--- src/logic/dmc_defines.svh ---
// register offsets, field positions, reset values and timing constants of the monitor config
`ifndef DMC_DEFINES_SVH
`define DMC_DEFINES_SVH

`define DMC_ADDR_W            7
`define DMC_CFG_ADDR          7'h40
`define DMC_STEP15_ADDR       7'h1F
`define DMC_CFG_RESET         16'h0000
`define DMC_CFG_WMASK         16'hF107
`define DMC_BIT_MAP_CHECK     15
`define DMC_BIT_POLY_SEL      14
`define DMC_BIT_CLK_COUNT     13
`define DMC_BIT_TIMEOUT       12
`define DMC_BIT_FAULT_OUTPUT_POLARITY     8
`define DMC_BIT_LOSS_POL      2
`define DMC_FLD_WIN_HI        1
`define DMC_FLD_WIN_LO        0
`define DMC_MAP_SECT_LO       7'h40
`define DMC_MAP_SECT_HI       7'h59
`define DMC_STAT_FAULT_HI     14
`define DMC_STAT_FAULT_LO     7
`define DMC_TIMEOUT_EXP       14
`define DMC_WIN_OFF           2'h0
`define DMC_WIN_SHORT         2'h1
`define DMC_WIN_MID           2'h2
`define DMC_WIN_LONG          2'h3
`define DMC_WIN_SHORT_TICKS   15'h1400
`define DMC_WIN_MID_TICKS     15'h2800
`define DMC_WIN_LONG_TICKS    15'h5000
`define DMC_WIN_TICK_W        15
`define DMC_GPIO_SRC_FAULT    1'h1
`define DMC_FMT_PUSH_PULL     1'h0

`endif

--- src/logic/dmc_pkg.sv ---
// types shared by the device monitor configuration block
package dmc_pkg;

    // decoded view of the monitor configuration word
    typedef struct packed {
        logic       map_section_check_enable;
        logic       poly_select;
        logic       clock_count_enable;
        logic       timeout_enable;
        logic       fault_output_polarity;
        logic       host_loss_polarity;
        logic [1:0] host_loss_window_select;
    } dmc_cfg_type;

    // register write/read request from the serial command decoder
    typedef struct packed {
        logic        wr;
        logic        rd;
        logic [6:0]  addr;
        logic [15:0] wdata;
    } dmc_req_type;

    // serial frame state
    typedef enum logic [1:0] {
        DMC_IDLE,
        DMC_ACTIVE,
        DMC_DISCARD
    } dmc_frame_type;

endpackage

--- src/logic/dmc_monitor_config.sv ---
// device monitor configuration register, frame timeout, host-loss watchdog and fault pins
//
// Function
// - step15 result is read-only 16-bit two's complement
// - bit15 enables check over 40h..59h
// - poly select: 0 CCITT, 1 ANSI
// - bit13 turns serial clock counter on/off
// - bit12 timeout after 2^14 oscillator periods
// - after timeout discard inputs until chip-select rises
// - new transaction only at next chip-select fall
// - bits 11:9 reserved, read zero
// - bit8 sets fault output polarity
// - fault when unmasked status bits 14:7 active
// - fault reaches pin via source select, format
// - config at 40h, resets to zero
// - window field selects off/5120/10240/20480 periods
// - watchdog restarts on valid CRC command
// - bit2 sets host-loss output polarity
`include "dmc_defines.svh"
module dmc_monitor_config
    import dmc_pkg::*;
#(
    parameter int TIMEOUT_EXP = `DMC_TIMEOUT_EXP
) (
    input  wire logic        sys_clk_i,
    input  wire logic        rst_n_i,
    input  wire logic        osc_tick_i,         // one pulse per internal_osc_period
    input  wire logic        chip_sel_n_i,       // serial chip select pin, asynchronous
    input  wire logic        serial_bit_valid_i, // decoder saw a serial input bit
    input  wire logic        cmd_crc_ok_i,       // pulse: valid command with good CRC
    input  wire dmc_req_type req_i,              // register access from decoder
    input  wire logic [15:0] step15_result_value_i,
    input  wire logic [15:0] status_i,
    input  wire logic [15:0] status_mask_i,      // 1 masks the status bit
    input  wire logic        pin_two_source_select_i,
    input  wire logic        pin_two_drive_format_i,
    input  wire logic        pin_zero_source_select_i,
    output logic [15:0]      rdata_o,
    output logic             rvalid_o,
    output dmc_cfg_type      cfg_o,
    output logic             map_check_addr_o,   // request address lies in the checked section
    output logic             serial_bit_accept_o,
    output logic             frame_timeout_o,
    output logic             pin_two_o,
    output logic             pin_two_oe_o,
    output logic             host_loss_output_o,
    output logic             host_loss_oe_o
);

    // elaboration check: the frame counter width must stay within a plain int shift
    if (TIMEOUT_EXP < 2 || TIMEOUT_EXP > 30) begin : g_exp_check
        $error("dmc: TIMEOUT_EXP out of range");
    end

    // ---------------- configuration register ----------------
    logic [15:0] cfg_q;          // stored writable bits only
    logic [15:0] cfg_d;
    logic [15:0] rdata_q;        // read data register
    logic [15:0] rdata_d;
    logic        rvalid_q;
    logic        rvalid_d;

    // write decode and read mux
    always_comb begin
        cfg_d    = cfg_q;
        rdata_d  = rdata_q;
        rvalid_d = 1'b0;
        if (req_i.wr && req_i.addr == `DMC_CFG_ADDR) begin
            cfg_d = req_i.wdata & `DMC_CFG_WMASK;
        end
        if (req_i.rd) begin
            rvalid_d = 1'b1;
            case (req_i.addr)
                `DMC_CFG_ADDR:    rdata_d = cfg_q & `DMC_CFG_WMASK;
                `DMC_STEP15_ADDR: rdata_d = step15_result_value_i;
                default:          rdata_d = 16'h0000;
            endcase
        end
    end

    // register stage; reset leaves every function disabled
    always_ff @(posedge sys_clk_i) begin
        if (!rst_n_i) begin
            cfg_q    <= `DMC_CFG_RESET;
            rdata_q  <= 16'h0000;
            rvalid_q <= 1'b0;
        end else begin
            cfg_q    <= cfg_d;
            rdata_q  <= rdata_d;
            rvalid_q <= rvalid_d;
        end
    end

    assign rdata_o  = rdata_q;
    assign rvalid_o = rvalid_q;

    // decoded fields drive the crc engines and counters outside
    assign cfg_o.map_section_check_enable = cfg_q[`DMC_BIT_MAP_CHECK];
    assign cfg_o.poly_select              = cfg_q[`DMC_BIT_POLY_SEL];
    assign cfg_o.clock_count_enable       = cfg_q[`DMC_BIT_CLK_COUNT];
    assign cfg_o.timeout_enable           = cfg_q[`DMC_BIT_TIMEOUT];
    assign cfg_o.fault_output_polarity    = cfg_q[`DMC_BIT_FAULT_OUTPUT_POLARITY];
    assign cfg_o.host_loss_polarity       = cfg_q[`DMC_BIT_LOSS_POL];
    assign cfg_o.host_loss_window_select  = cfg_q[`DMC_FLD_WIN_HI:`DMC_FLD_WIN_LO];

    // section membership, qualified by enable so the crc engine sees one flag
    assign map_check_addr_o = cfg_q[`DMC_BIT_MAP_CHECK]
                              && req_i.addr >= `DMC_MAP_SECT_LO
                              && req_i.addr <= `DMC_MAP_SECT_HI;

    // ---------------- chip select synchroniser ----------------
    logic cs_meta_q;             // first stage, read only by cs_sync_q
    logic cs_sync_q;
    logic cs_last_q;             // for edge detection

    always_ff @(posedge sys_clk_i) begin
        if (!rst_n_i) begin
            cs_meta_q <= 1'b1;
            cs_sync_q <= 1'b1;
            cs_last_q <= 1'b1;
        end else begin
            cs_meta_q <= chip_sel_n_i;
            cs_sync_q <= cs_meta_q;
            cs_last_q <= cs_sync_q;
        end
    end

    logic cs_fall;
    logic cs_rise;
    assign cs_fall = cs_last_q && !cs_sync_q;
    assign cs_rise = !cs_last_q && cs_sync_q;

    // ---------------- frame timeout ----------------
    localparam int TO_W = TIMEOUT_EXP + 1;
    localparam logic [TO_W-1:0] TO_LIMIT = TO_W'(1) << TIMEOUT_EXP;
    logic          to_expired;
    dmc_frame_type frame_q;
    dmc_frame_type frame_d;

    dmc_tick_timer #(
        .WIDTH (TO_W)
    ) u_frame_timer (
        .sys_clk_i (sys_clk_i),
        .rst_n_i   (rst_n_i),
        .run_i     (frame_q == DMC_ACTIVE && cfg_q[`DMC_BIT_TIMEOUT]),
        .restart_i (cs_fall),
        .tick_i    (osc_tick_i),
        .limit_i   (TO_LIMIT),
        .expired_o (to_expired)
    );

    // frame sequencing; discard holds until chip select rises
    always_comb begin
        frame_d = frame_q;
        case (frame_q)
            DMC_IDLE: begin
                if (cs_fall) frame_d = DMC_ACTIVE;
            end
            DMC_ACTIVE: begin
                if (cs_rise) frame_d = DMC_IDLE;
                else if (to_expired) frame_d = DMC_DISCARD;
            end
            DMC_DISCARD: begin
                if (cs_rise) frame_d = DMC_IDLE;
            end
            default: frame_d = DMC_IDLE;
        endcase
    end

    always_ff @(posedge sys_clk_i) begin
        if (!rst_n_i) frame_q <= DMC_IDLE;
        else          frame_q <= frame_d;
    end

    // input bits pass only inside a live frame
    assign serial_bit_accept_o = serial_bit_valid_i && frame_q == DMC_ACTIVE;
    assign frame_timeout_o     = frame_q == DMC_DISCARD;

    // ---------------- host-loss watchdog ----------------
    logic [`DMC_WIN_TICK_W-1:0] win_ticks;  // window length in oscillator ticks
    logic                       win_change; // window field changes value this cycle
    logic        wd_expired;
    logic        loss_q;         // latched until window field is cleared
    logic        loss_d;

    // a window field that changes value starts a fresh count so the old length never leaks over
    assign win_change = cfg_d[`DMC_FLD_WIN_HI:`DMC_FLD_WIN_LO]
                        != cfg_q[`DMC_FLD_WIN_HI:`DMC_FLD_WIN_LO];

    always_comb begin
        case (cfg_q[`DMC_FLD_WIN_HI:`DMC_FLD_WIN_LO])
            `DMC_WIN_SHORT: win_ticks = `DMC_WIN_SHORT_TICKS;
            `DMC_WIN_MID:   win_ticks = `DMC_WIN_MID_TICKS;
            `DMC_WIN_LONG:  win_ticks = `DMC_WIN_LONG_TICKS;
            default:        win_ticks = `DMC_WIN_SHORT_TICKS;
        endcase
    end

    // a command restarts the window; a window change restarts it too
    dmc_tick_timer #(
        .WIDTH (`DMC_WIN_TICK_W)
    ) u_host_timer (
        .sys_clk_i (sys_clk_i),
        .rst_n_i   (rst_n_i),
        .run_i     (cfg_q[`DMC_FLD_WIN_HI:`DMC_FLD_WIN_LO] != `DMC_WIN_OFF),
        .restart_i (cmd_crc_ok_i || win_change),
        .tick_i    (osc_tick_i),
        .limit_i   (win_ticks),
        .expired_o (wd_expired)
    );

    // sticky loss flag; only disabling the watchdog releases it
    always_comb begin
        loss_d = loss_q;
        if (cfg_q[`DMC_FLD_WIN_HI:`DMC_FLD_WIN_LO] == `DMC_WIN_OFF) begin
            loss_d = 1'b0;
        end else if (wd_expired) begin
            loss_d = 1'b1;
        end
    end

    always_ff @(posedge sys_clk_i) begin
        if (!rst_n_i) loss_q <= 1'b0;
        else          loss_q <= loss_d;
    end

    // ---------------- output pins ----------------
    logic fault_now;
    logic pin_two_q;
    logic pin_two_d;
    logic pin_two_oe_q;
    logic pin_two_oe_d;
    logic loss_pin_q;
    logic loss_pin_d;
    logic loss_oe_q;
    logic loss_oe_d;

    assign fault_now = |(status_i[`DMC_STAT_FAULT_HI:`DMC_STAT_FAULT_LO]
                        & ~status_mask_i[`DMC_STAT_FAULT_HI:`DMC_STAT_FAULT_LO]);

    // open-drain format drives only the low level, whichever polarity is set, else releases
    always_comb begin
        pin_two_d    = fault_now ~^ cfg_q[`DMC_BIT_FAULT_OUTPUT_POLARITY];
        pin_two_oe_d = pin_two_source_select_i == `DMC_GPIO_SRC_FAULT
                       && (pin_two_drive_format_i == `DMC_FMT_PUSH_PULL || !pin_two_d);
        loss_pin_d   = loss_q ~^ cfg_q[`DMC_BIT_LOSS_POL];
        loss_oe_d    = pin_zero_source_select_i == `DMC_GPIO_SRC_FAULT;
    end

    always_ff @(posedge sys_clk_i) begin
        if (!rst_n_i) begin
            pin_two_q    <= 1'b1;
            pin_two_oe_q <= 1'b0;
            loss_pin_q   <= 1'b1;
            loss_oe_q    <= 1'b0;
        end else begin
            pin_two_q    <= pin_two_d;
            pin_two_oe_q <= pin_two_oe_d;
            loss_pin_q   <= loss_pin_d;
            loss_oe_q    <= loss_oe_d;
        end
    end

    assign pin_two_o          = pin_two_q;
    assign pin_two_oe_o       = pin_two_oe_q;
    assign host_loss_output_o = loss_pin_q;
    assign host_loss_oe_o     = loss_oe_q;

endmodule

--- src/logic/dmc_tick_timer.sv ---
// oscillator-tick counter with enable, restart and terminal-count flag
module dmc_tick_timer
    import dmc_pkg::*;
#(
    parameter int WIDTH = 15
) (
    input  wire logic             sys_clk_i,
    input  wire logic             rst_n_i,
    input  wire logic             run_i,
    input  wire logic             restart_i,
    input  wire logic             tick_i,
    input  wire logic [WIDTH-1:0] limit_i,
    output logic                  expired_o
);

    // elaboration check: a one-bit counter cannot hold any useful limit
    if (WIDTH < 2) begin : g_width_check
        $error("dmc_tick_timer: WIDTH too small");
    end

    logic [WIDTH-1:0] count_q;   // ticks seen since restart
    logic [WIDTH-1:0] count_d;
    logic             exp_q;     // sticky until restart or stop
    logic             exp_d;

    // next count: restart wins, saturate once expired
    always_comb begin
        count_d = count_q;
        exp_d   = exp_q;
        if (restart_i || !run_i) begin
            count_d = '0;
            exp_d   = 1'b0;
        end else if (tick_i && !exp_q) begin
            if (count_q + WIDTH'(1) >= limit_i) begin
                exp_d = 1'b1;
            end
            count_d = count_q + WIDTH'(1);
        end
    end

    // registers only
    always_ff @(posedge sys_clk_i) begin
        if (!rst_n_i) begin
            count_q <= '0;
            exp_q   <= 1'b0;
        end else begin
            count_q <= count_d;
            exp_q   <= exp_d;
        end
    end

    assign expired_o = exp_q;

endmodule

--- config.mk ---
export PLATFORM = sky130hd
export DESIGN_NAME = dmc_monitor_config
export DESIGN_NICKNAME = d
export VERILOG_FILES = /design/src/logic/dmc_pkg.sv /design/src/logic/dmc_monitor_config.sv /design/src/logic/dmc_tick_timer.sv
export VERILOG_INCLUDE_DIRS = /design/src /design/src/logic
export SDC_FILE = /design/constraint.sdc
export NUM_CORES = 1
export LEC_CHECK = 0
export BUFFER_PORTS_ARGS = -buffer_cell sky130_fd_sc_hd__buf_4
export CAP_MARGIN = 20
export CORE_MARGIN = 2
export CORE_UTILIZATION = 38
export DETAILED_ROUTE_END_ITERATION = 16
export PLACE_DENSITY = 0.71
export SYNTH_ARGS = -nofsm -noshare
export SYNTH_HDL_FRONTEND = slang
export SYNTH_SLANG_ARGS = --single-unit
--- constraint.sdc ---
create_clock -name sys_clk_i -period 2.5 [get_ports sys_clk_i]
set_input_delay 0.5 -clock sys_clk_i [delete_from_list [all_inputs] [get_ports sys_clk_i]]
set_output_delay 0.5 -clock sys_clk_i [all_outputs]
set_load 0.01 [all_outputs]
Word-level counts from Yosys, hierarchy flattened
Index checks and enable logic that the tools add are counted.
- register bits after elaboration: 67
- bits of input ports: 82
- logic and storage cells: 79
- add/subtract/negate cells: 2
- order comparisons: 4
- equality and inequality tests: 10
- muxes and demuxes: 9
- bitwise logic cells: 6
- reduce and logical (&&, ||, !) cells: 31
- operators by type and width (operator ; count):
    case mux 16 bit (2 select lines) ; 1
    adder 15 x 1 -> 15 bit (second input constant) ; 2
    case mux 15 bit (2 select lines) ; 1
    greater-or-equal comparator 15 bit ; 1
    greater-or-equal comparator 15 bit (second input constant) ; 1
    logical AND 1 bit ; 10
    two-way mux 2 bit ; 5
    AND 8 bit ; 1
    NOT 8 bit ; 1
    OR reduction 8 bit ; 1
    == test 7 x 5 -> 1 bit (second input constant) ; 1
    == test 7 bit (second input constant) ; 1
    greater-or-equal comparator 7 bit (second input constant) ; 1
    <= comparator 7 bit (second input constant) ; 1
    logical NOT 1 bit ; 7
    == test 2 bit (second input constant) ; 3
    case mux 2 bit (3 select lines) ; 1
    OR reduction 2 bit ; 3
    logical NOT 2 bit ; 2
    logical OR 1 bit ; 4
    != test 2 x 1 -> 1 bit (second input constant) ; 2
    AND reduction 2 bit ; 2
    != test 3 x 2 -> 1 bit (second input constant) ; 1
    AND reduction 3 bit ; 1
    6 further kinds ; 8

Depth between registers and ports, before layout
- depth in word-level cells: 7
- mapped depth: 11
- mapped depth without buffers: 10

Hierarchy
From an unflattened synthesis, not the netlist that was laid out.
- cell total of the unflattened synthesis: 489
- area, all modules: 4053.9 um^2
- by module, submodules not included (module ; times used ; cells each ; area an instance (um^2) ; sequential area each (um^2)):
    dmc_tick_timer ; 2 ; 159 ; 1271.2 ; 320.3
    dmc_monitor_config ; 1 ; 171 ; 1511.4 ; 700.7

Least setup slack after synthesis
Ideal clock, no wire load.
- path kind: flip-flop to flip-flop
- start: register u_host_timer.count_q[3]
- end: register u_host_timer.exp_q, in the netlist u_host_timer.expired_o
- data arrival time: 2.524 ns
- path slack: -0.110 ns
- cell stages (with the launch flop): 11
- clock period less this slack: 2.610 ns
- cells stage by stage: dfxtp_1 > clkbuf_1 > and4_1 > nand2_1 > or4_1 > xnor2_1 > ha_1 > nand3_1 > nor4_1 > nand4_1 > a211oi_1
- word-level cells in the longest chain between the ends: 3
- ends and longest elaborated chain (element ; line ; source):
    from (decl) ; dmc_tick_timer.sv:21 ; logic [WIDTH-1:0] count_q;
    from (signal assigned) ; dmc_tick_timer.sv:47 ; count_q <= count_d;
    adder 15 x 1 -> 15 bit ; dmc_tick_timer.sv:34 ; if (count_q + WIDTH'(1) >= limit_i) begin
    greater-or-equal comparator 15 bit ; dmc_tick_timer.sv:34 ;
    AND reduction 2 bit (no line) ; -- ;
    to (signal assigned) ; dmc_tick_timer.sv:48 ; exp_q <= exp_d;
    to (decl) ; dmc_tick_timer.sv:23 ; logic exp_q;
Every way passes these cells.
A chain may end at the register's enable or synchronous reset.

Worst setup path in the final report
- start: register u_host_timer.count_q[4]
- end: register u_host_timer.exp_q, in the netlist u_host_timer.expired_o
The elaborated chain is that of the path after synthesis.

==> flow_summary.json <==
{
  "clkPwrFrac_pct": 43.1,
  "yosys-top-cells-count": "dfxtp_1 (67), nor2_1 (52), nand3_1 (28)",
  "slew_headroom_pct": 55.17,
  "clk_latency_ns": 0.34,
  "setup_viol": 0,
  "finalCritPeriodShare_pct": 95.45,
  "synth.area.top_cells": "dfxtp_1 (43%), xnor2_1 (6.4%), nor2_1 (6.2%)",
  "cp.required_ns": 2.77,
  "antenna_found_initial": 0,
  "worstPathMaxFanout": 2,
  "dr_wl_met3_um": 317,
  "pwr-share-seq_pct": 49.5,
  "synth_cell_types": 38,
  "hold_class": "in -> reg",
  "async_flop_share_pct": 0,
  "p_sw_mw": 0.4819,
  "status": "completed",
  "netlist.area_leader.share_pct": 42.73,
  "cts_hold_buf": 0,
  "synth_top_family_by_area": "simple AND/OR/NAND/NOR gates",
  "ys.flop_type": "dfxtp_1",
  "first_pass_iters": 4,
  "worstSetupPathType": "reg -> reg",
  "max_freq_ghz": 0.4191,
  "die_w_um": 94.89,
  "drive_above_1_share_pct": 28.18,
  "syn_area_per_cell_um2": 8.462,
  "post_drt_wl_per_cell_um": 13.47,
  "yosysMostFrequentCell": "dfxtp_1",
  "clk_pin_slew_ns": 0.07,
  "wl_um": 7866,
  "synth-simple-area-share_pct": 27.22,
  "clock_path_buffers": 2,
  "io_pins": 114,
  "worst_setup_path_end_kind": "register",
  "num_rows": 33,
  "ir_worst_vdd_mv": 0.2325,
  "maxCapViolCount": 0,
  "ant_nets": 0,
  "antenna_cells": 0,
  "fp.dieH_um": 94.89,
  "cts_sinks": 67,
  "dieArea_um2": 9004,
  "fill_cells": 765,
  "worstMarginPinSlew_ns": 0.6704,
  "hold_viol_final": 0,
  "wl_met2_um": 4038,
  "routed.top_layer": "met4",
  "yosysTopAreaCell": "dfxtp_1",
  "p_leak_nw": 1.685,
  "switching_share_pct": 21.96,
  "grt_max_degree": 34,
  "wl_met1_um": 3322,
  "synth_edf_count": 0,
  "placed_cell_area_um2": 4018,
  "portBuffers": 89,
  "p_comb_share_pct": 7.4,
  "grt_pass1_wl_um": 12920,
  "grt_pass1_vias": 2943,
  "drt-vias-per-instance": 5.075,
  "final_max_slew_viol_count": 0,
  "setup.worst_path.start_class": "register",
  "fin_area_um2": 4254,
  "fin_skew_ns": 0.004720,
  "vias": 2964,
  "synthAdderAreaFrac_pct": 2.790,
  "place_congestion": 0.8637,
  "fin_nets": 563,
  "synth_warnings": 0,
  "synth.mux.area_fraction_pct": 0.3189,
  "hpwl_um": 5791,
  "synth_cells": 371,
  "synth-seq-area-share_pct": 42.73,
  "powerDensity_nw_per_um2": 515.8,
  "htree_levels": 3,
  "internal_power_mw": 1.712,
  "final.setup.tns_ns": 0,
  "grt_usage_pct": 18.29,
  "drc": 0,
  "cts_tree": "done",
  "root_buffer": "clkbuf_8",
  "arrival_ns": 2.65,
  "ys_ff_latch": 67,
  "period_needed_ns": 2.386,
  "initial_core_util_pct": 38.79,
  "reg2reg_slack_ns": 0.11,
  "core_um2": 8093,
  "synth_compound_area_share_pct": 10.76,
  "grt-ovfl-total": 0,
  "numCtsBuffers": 9,
  "syn-num-nets": 460,
  "drt-initial-drc-count": 162,
  "synth_xor_area_share_pct": 11.72,
  "area_growth_pct": 35.51,
  "synth_area_um2": 3139,
  "rsz0062_at_grt": "no"
}
## logic make-up after synthesis
family | Yosys count
simple gates | 167
flops | 67
compound gates | 53
xor+xnor | 42
buf+inv | 34
fa+ha+maj | 7
mux | 1
## state kept, by name (all words and copies together), names as in the netlist, 2 cells and up
register               flops
cfg_q                      8
u_host_timer.count_q      15
u_frame_timer.count_q     15
rdata_o                   16
frame_q                    2
## metal layers
metal,vias up,track usage [%]
li1,1477,-
met1,1412,20.20
met2,59,32.86
met3,16,4.469
met4,0,8.454
met5,-,0
## through the flow
step / total power, mW / hold WS (ns) / util [%] / setup slack (ns) / cells
6_report: 2.194 / 0.3560 / 52.57 / 0.1137 / 584
5_1_grt: 2.281 / 0.3463 / 52.57 / 0.005727 / 584
4_1_cts: 2.207 / 0.3522 / 52.27 / 0.06448 / 584
3_5_place_dp: 1.273 / 0.4012 / 49.64 / 0.08053 / 568
3_3_place_gp: 1.269 / 0.3972 / 49.64 / 0.1559 / 568
2_1_floorplan: 1.168 / 0.3863 / - / 0.02701 / 371
## path summary, 6_finish.rpt
kind,start,endpoint,cells after the start
worst max-delay path,u_host_timer.count_q[4],u_host_timer.expired_o,9
worst min-delay path,chip_sel_n_i,cs_meta_q,2
worst max register to register,u_host_timer.count_q[4],u_host_timer.expired_o,9
worst min register to register,cs_meta_q,cs_sync_q,1
## critical path, cell delays in order (launching register included)
cell and delay (ns):
dfxtp_1 0.33, and4_4 0.22, nand2_1 0.08, or4_1 0.49, xnor2_1 0.15, ha_1 0.31, nand3_2 0.10, nor4_2 0.26
nand4_1 0.15, a211oi_2 0.22
## power by group through the flow
stage          clock network [mW]  registers, mW  logic (mW)
6_report                    0.945           1.09       0.162
5_1_grt                      1.02           1.09       0.176
4_1_cts                     0.958           1.09       0.163
3_5_place_dp                    0           1.11       0.161
3_3_place_gp                    0           1.11       0.158
2_1_floorplan                   0           1.12      0.0524
## timing repair
action	in CTS	in global routing
buffers inserted	0	0
endpoints found under the setup margin	0	1
resized for setup	0	5
## layout by cell type, fill, tap and decap left out, types with 11 or more instances in the layout
master / count
a21oi_1: 23
buf_4: 108
clkbuf_8: 12
dfxtp_1: 66
inv_1: 17
nand2_1: 27
nand2b_1: 14
nand3_1: 27
nand4_1: 11
nor2_1: 52
xnor2_1: 23
xor2_1: 19
## final cells by class
class	instances	area (µm²)	share of cell area, %
timing repair buffer	108	810.8	19.06
sequential	67	1343	31.56
clock inverter	4	47.55	1.118
multi-input combinational	270	1689	39.71
tap	105	131.4	3.088
clock buffer	12	165.2	3.882
inverter	18	67.56	1.588
Power figures use the tool's default switching activity.
